--- src/hw/pcu_map.vh ---
// register map and field layout of the pwm compare-value logic
// assumes byte-addressed offsets on a plain register port
`ifndef PCU_MAP_VH
`define PCU_MAP_VH
`define PCU_GEN0_CMPB_OFF 12'h05c
`define PCU_GEN1_CMPB_OFF 12'h09c
`define PCU_GEN2_CMPB_OFF 12'h0dc
`define PCU_GEN0_CMPA_OFF 12'h058
`define PCU_GEN1_CMPA_OFF 12'h098
`define PCU_GEN2_CMPA_OFF 12'h0d8
`define PCU_GEN_STRIDE 12'h040
`define PCU_GEN_BASE 12'h058
`define PCU_CMP_LSB 0
`define PCU_CMP_MSB 15
`define PCU_CMP_RESET 16'h0000
`define PCU_NUM_GEN 3
`endif

--- src/hw/pcu_cmp_chan.v ---
// one generator's compare pair: pending copy, active copy, match pulse
// assumes counter, load, zero flag and sync request come from the same clock
`timescale 1ns/100ps
`include "pcu_map.vh"
module pcu_cmp_chan #(
  parameter W = 16
) (
  // clock and reset
  input wire clk,
  input wire rst_n,
  // software side
  input wire wr_a,
  input wire wr_b,
  input wire [W-1:0] wdata,
  input wire sync_mode,
  input wire sync_req,
  // counter side
  input wire [W-1:0] count,
  input wire [W-1:0] load,
  input wire at_zero,
  // results
  output reg [W-1:0] pend_a_reg,
  output reg [W-1:0] pend_b_reg,
  output reg [W-1:0] act_a_reg,
  output reg [W-1:0] act_b_reg,
  output reg pulse_a_reg,
  output reg pulse_b_reg,
  output reg armed_reg
);
  reg dirty_reg;
  wire update;
  // immediate: next zero; sync: first zero after request is seen
  assign update = at_zero & dirty_reg & (~sync_mode | armed_reg);

  always @(posedge clk or negedge rst_n) begin
    if (!rst_n) begin
      pend_a_reg <= `PCU_CMP_RESET;
      pend_b_reg <= `PCU_CMP_RESET;
      act_a_reg <= `PCU_CMP_RESET;
      act_b_reg <= `PCU_CMP_RESET;
      dirty_reg <= 1'b0;
      armed_reg <= 1'b0;
      pulse_a_reg <= 1'b0;
      pulse_b_reg <= 1'b0;
    end else begin
      // a rewrite simply overwrites pending, older value is lost
      if (wr_a) begin
        pend_a_reg <= wdata;
      end
      if (wr_b) begin
        pend_b_reg <= wdata;
      end
      if (update) begin
        act_a_reg <= pend_a_reg;
        act_b_reg <= pend_b_reg;
      end
      // a write landing on the update cycle stays pending
      if (wr_a | wr_b) begin
        dirty_reg <= 1'b1;
      end else if (update) begin
        dirty_reg <= 1'b0;
      end
      // request wins over the clear at counter zero
      if (sync_req) begin
        armed_reg <= 1'b1;
      end else if (at_zero) begin
        armed_reg <= 1'b0;
      end
      // beyond load the counter never gets there; guard explicitly
      pulse_a_reg <= (count == act_a_reg) & (act_a_reg <= load);
      pulse_b_reg <= (count == act_b_reg) & (act_b_reg <= load);
    end
  end
endmodule

--- src/hw/pcu_top.v ---
// compare-value block for the pwm generators: registers and per-generator channels
// assumes counters and load values are supplied by the generator logic on clk
//
// Function
// - each comparator holds a 16-bit writable value in bits 15:0 compared against its generator counter.
// - when the active second compare value equals the counter a single compare pulse is raised.
// - the compare pulse goes both to the output action logic and to the interrupt and trigger enables.
// - a compare value above the load value never produces a pulse.
// - in immediate mode a newly written value becomes active at the next counter zero.
// - in synchronous mode a new value becomes active at the first zero after a synchronous update request.
// - a rewrite before the update takes effect discards the earlier pending value.
//
// Design decision made here: strobed register access.
`timescale 1ns/100ps
`include "pcu_map.vh"
module pcu_top #(
  parameter W = 16,
  parameter NG = `PCU_NUM_GEN
) (
  // clock and reset
  input wire clk,
  input wire rst_n,
  // register port
  input wire [11:0] addr,
  input wire [31:0] wdata,
  input wire wr_en,
  input wire rd_en,
  output reg [31:0] rdata,
  // generator side, one field per generator
  input wire [NG*W-1:0] counter_value,
  input wire [NG*W-1:0] generator_load_value,
  input wire [NG-1:0] counter_at_zero,
  input wire [NG-1:0] compare_b_update_select,
  input wire [NG-1:0] master_sync_request,
  // compare pulses to action logic
  output wire [NG-1:0] cmp_a_pulse_action,
  output wire [NG-1:0] cmp_b_pulse_action,
  // compare pulses to interrupt and trigger enables
  output wire [NG-1:0] cmp_a_pulse_event,
  output wire [NG-1:0] cmp_b_pulse_event
);
  ////////////////////////////////////////////////////////////////////////
  // distance from a generator's compare a word to its compare b word
  localparam [11:0] B_STEP = `PCU_GEN0_CMPB_OFF - `PCU_GEN_BASE;

  wire [NG-1:0] pa;
  wire [NG-1:0] pb;
  // per-generator read words or-ed in a chain; at most one link is nonzero
  wire [(NG+1)*32-1:0] rd_chain;
  wire [31:0] rdata_next;

  assign rd_chain[31:0] = 32'h0000_0000;

  genvar g;
  generate
    for (g = 0; g < NG; g = g + 1) begin : gen_ch
      localparam [31:0] OFF_A_WIDE = `PCU_GEN_BASE + g * `PCU_GEN_STRIDE;
      localparam [11:0] OFF_A = OFF_A_WIDE[11:0];
      localparam [11:0] OFF_B = OFF_A + B_STEP;
      wire sel_a;
      wire sel_b;
      wire [W-1:0] pend_a;
      wire [W-1:0] pend_b;
      wire [31:0] word;
      assign sel_a = (addr == OFF_A);
      assign sel_b = (addr == OFF_B);
      pcu_cmp_chan #(.W(W)) pcu_cmp_chan_i (
        .clk(clk),
        .rst_n(rst_n),
        .wr_a(wr_en & sel_a),
        .wr_b(wr_en & sel_b),
        .wdata(wdata[`PCU_CMP_MSB:`PCU_CMP_LSB]),
        .sync_mode(compare_b_update_select[g]),
        .sync_req(master_sync_request[g]),
        .count(counter_value[g*W +: W]),
        .load(generator_load_value[g*W +: W]),
        .at_zero(counter_at_zero[g]),
        .pend_a_reg(pend_a),
        .pend_b_reg(pend_b),
        .act_a_reg(),
        .act_b_reg(),
        .pulse_a_reg(pa[g]),
        .pulse_b_reg(pb[g]),
        .armed_reg()
      );
      // reads return the software-written copy; reserved upper half is zero
      assign word = sel_a ? {{(32-W){1'b0}}, pend_a} : (sel_b ? {{(32-W){1'b0}}, pend_b} : 32'h0000_0000);
      assign rd_chain[(g+1)*32 +: 32] = rd_chain[g*32 +: 32] | word;
    end
  endgenerate

  ////////////////////////////////////////////////////////////////////////
  // same pulse fans out to both consumers
  assign cmp_a_pulse_action = pa;
  assign cmp_b_pulse_action = pb;
  assign cmp_a_pulse_event = pa;
  assign cmp_b_pulse_event = pb;

  ////////////////////////////////////////////////////////////////////////
  // unmapped addresses fall through the chain as zero
  assign rdata_next = rd_chain[NG*32 +: 32];

  always @(posedge clk or negedge rst_n) begin
    if (!rst_n) begin
      rdata <= 32'h0000_0000;
    end else if (rd_en) begin
      rdata <= rdata_next;
    end else begin
      rdata <= 32'h0000_0000;
    end
  end
endmodule

--- config.mk ---
export PLATFORM = sky130hd
export DESIGN_NAME = pcu_top
export DESIGN_NICKNAME = d
export VERILOG_FILES = /design/src/hw/pcu_cmp_chan.v /design/src/hw/pcu_top.v
export VERILOG_INCLUDE_DIRS = /design/src /design/src/hw
export SDC_FILE = /design/constraint.sdc
export NUM_CORES = 1
export LEC_CHECK = 0
export BUFFER_PORTS_ARGS = -buffer_cell sky130_fd_sc_hd__buf_2
export CAP_MARGIN = 20
export CELL_PAD_IN_SITES_DETAIL_PLACEMENT = 2
export CELL_PAD_IN_SITES_GLOBAL_PLACEMENT = 2
export CORE_AREA = 2 2 189 191
export CTS_BUF_LIST = sky130_fd_sc_hd__clkbuf_4 sky130_fd_sc_hd__clkbuf_8
export DETAILED_ROUTE_END_ITERATION = 16
export DIE_AREA = 0 0 191 193
export GPL_ROUTABILITY_DRIVEN = 0
export PLACE_DENSITY = 0.84
export SLEW_MARGIN = 10
export SYNTH_ARGS = -nofsm -noshare
export SYNTH_HDL_FRONTEND = slang
export SYNTH_HIERARCHICAL = 1
export SYNTH_SLANG_ARGS = --single-unit
--- constraint.sdc ---
create_clock -name clk -period 1.47 [get_ports clk]
set_input_delay 0.147 -clock clk [delete_from_list [all_inputs] [get_ports clk]]
set_output_delay 0.147 -clock clk [all_outputs]
set_load 0.01 [all_outputs]
==> flow_metrics.tcl <==
set metrics [dict create \
    synth_cells 1025 \
    io_pins 197 \
    maxSlewHeadroom 0.619 \
    max_stage_delay_ns 0.44 \
    dpl.hpwl_um 38700 \
    nNetsFinal 1618 \
    first_global_vias 12084 \
    antenna_found_initial 3 \
    clock_latency_ns 0.55 \
    dr.pass1.iters 5 \
    endpoint_kind "flip-flop" \
    cts.sinks 220 \
    drcViolationCount 0 \
    vias 10392 \
    drv_cap 0 \
    wl_um 57600 \
    cp_top_family "simple AND/OR/NAND/NOR gates" \
    ir_drop_v 0.000416 \
    synth_ff_type "dfrtp_1" \
    seq_area_frac_synth 0.443 \
    area_delta_synth_final_pct 32.5 \
    setup_slack_ns -0.405 \
    path_cells "buf_4 -> xor2_1 -> nor4_1 -> buf_4 -> nand4_1 -> a21oi_2" \
    criticalPathCategory "flip-flop to flip-flop" \
    netlist_top_cells_count "dfrtp_1, mux2_2, ha_1, xor2_1, inv_1" \
    grt_max_degree 52 \
    drtIter0Drc 467 \
    yosys.area.top_type "dfrtp_1" \
    yosysMostFrequentCell "dfrtp_1" \
    die_w_um 191 \
    root_buffer "clkbuf_8" \
    grt_pass1_wl_um 82400 \
    fin_crit_sh 1.28 \
    cts_made_buffers 39 \
    required_ns 1.92 \
    core-area_mm2 0.0350 \
    ant_nets 0 \
    yosys.area.top_type_share 0.443 \
    startpoint_type "flip-flop" \
    cts_buffer_depth 3 \
    critPathBufInv 2 \
    p_total_w 0.0134 \
    report.final.slew_viol_count 0 \
    rsz0062_at_grt "true" \
    cp.arrival_ns 2.32 \
    ff2ff_setup_slack_ns -0.40 \
    synth_top_cells_by_area "dfrtp_1, mux2_2, ha_1" \
    slowest_stage "dfrtp_1" \
    ys_warn_count 6 \
    clk_pin_slew_ns 0.06 \
    cts_tree "yes" \
    start_util 0.356 \
    power_density_mw_per_mm2 814 \
    ys_seq_elements 220 \
    dieArea_mm2 0.0369 \
    worst_slew_pin_slew_ns 0.566 \
    crit_fanout 2 \
    avgViaCountPerCell 5.59 \
    synthDistinctLibCells 44 \
    fin_crit_ns 1.87 \
    grt_overflow 0 \
    pre_cts_slack_ns -0.535 \
    rows 69 \
    track_usage 0.310 \
    drive_above_1_share 0.505 \
    syn_avg_cell_area_um2 12.1 \
    cp_common_cell "buf_4" \
    die_h_um 193 \
    failed_checks "negative setup slack" \
    synthArstFlopShare 1.00 \
    hold_viol 0 \
    wl_per_cell_um 31.0 \
    status "finished with violations" \
    max_freq_mhz 533 \
    syn-cell-area_mm2 0.0124 \
    numPortBuffers 164 \
    hold_class "primary input to flip-flop" \
    htree_levels 2 \
    setup_viol 6 \
    leakagePower_nw 8.65 \
    final.setup_skew_ns 0.0276 \
    fill_cells 3463 \
    synth_edf_count 0 \
]
-- metrics by stage --
| step | instance area (um2) | setup TNS (ns) | std cells | util | hold slack, ns |
|---|---|---|---|---|---|
| floorplan | 12700 | -2.26 | 1040 | - | -0.149 |
| global placement | 14900 | -25.07 | 1747 | 0.425 | 0.0924 |
| detailed placement | 14900 | -40.48 | 1747 | 0.425 | 0.101 |
| CTS | 16300 | -1.57 | 1846 | 0.466 | 0.00213 |
| global route | 16500 | -2.09 | 1857 | 0.471 | 0.0104 |
| finish | 16500 | -1.86 | 1858 | 0.472 | 0.0292 |
-- report_power, final --
group	switching, W	internal [W]	total (W)
Combinational	0.000847	0.000526	0.00137
Clock	0.00270	0.00325	0.00595
Sequential	0.0000231	0.00608	0.00610
Total	0.00357	0.00985	0.0134
-- kinds of logic after synthesis --
family,share of synthesized area
buf+inv,0.0523
other cells,0.000301
flops,0.443
compound gates,0.0651
simple gates,0.0617
xor+xnor,0.0676
fa+ha+maj,0.0966
mux,0.214
-- layout by cell type, fill, tap and decap left out, types with 5 or more instances in the layout --
master,netlist,final
clkbuf_4,1,15
nand4_1,22,22
nand2_1,45,43
mux2i_1,32,32
buf_12,0,17
nor4_2,0,7
o21ai_1,3,5
conb_1,1,16
a21oi_1,52,36
a21oi_2,10,24
o22a_2,8,8
buf_2,13,163
nand3_1,10,10
dfrtp_1,220,212
a21o_1,7,7
clkbuf_8,1,47
nor2_1,11,10
xor2_1,96,95
inv_1,63,62
o211ai_1,9,9
o22a_1,8,8
dfrtp_2,0,8
dlygate4sd3_1,0,13
nor4_1,27,17
ha_4,0,30
ha_1,96,66
mux2_2,202,202
mux2_1,6,6
buf_4,35,149
-- metal layers --
metal / GRT usage / vias to the layer above / share of wire
li1: - / 4326 / -
met1: 0.341 / 5362 / 0.37
met2: 0.567 / 469 / 0.51
met3: 0.0527 / 235 / 0.053
met4: 0.172 / 0 / 0.063
met5: 0 / - / 0
-- worst paths after layout --
check	startpoint	end	cells past startpoint
worst max-delay path	gen_ch[0].pcu_cmp_chan_i/act_a_reg[5]	gen_ch[0].pcu_cmp_chan_i/pulse_a_reg	6
max in group asynchronous	rst_n	gen_ch[1].pcu_cmp_chan_i/pend_a_reg[10]	3
min in group asynchronous	rst_n	gen_ch[0].pcu_cmp_chan_i/pulse_b_reg	2
worst min-delay path	wdata[0]	gen_ch[0].pcu_cmp_chan_i/pend_a_reg[0]	2
worst min register to register	gen_ch[1].pcu_cmp_chan_i/dirty_reg	gen_ch[1].pcu_cmp_chan_i/dirty_reg	1
worst max register to register	gen_ch[0].pcu_cmp_chan_i/act_a_reg[5]	gen_ch[0].pcu_cmp_chan_i/pulse_a_reg	6
-- timing repair --
action | 4_1_cts | 5_1_grt
hold buffers | 13 | 0
resized for setup | 49 | 28
endpoints found under the setup margin | 6 | 54
gates cloned | 0 | 0
buffers inserted | 21 | 8
endpoints found under the hold margin | 223 | 0
pin swaps | 28 | 30
-- area by class of cell --
type,instances,area (um2),area share
multi-input combinational,701,6940,0.421
sequential,220,5520,0.334
timing repair buffer,344,2430,0.147
clock buffer,62,759,0.0461
tap,461,577,0.0350
inverter,63,236,0.0143
clock inverter,3,15.0,0.000911
antenna,4,10.0,0.000607
(Power assumes the default switching activity.)
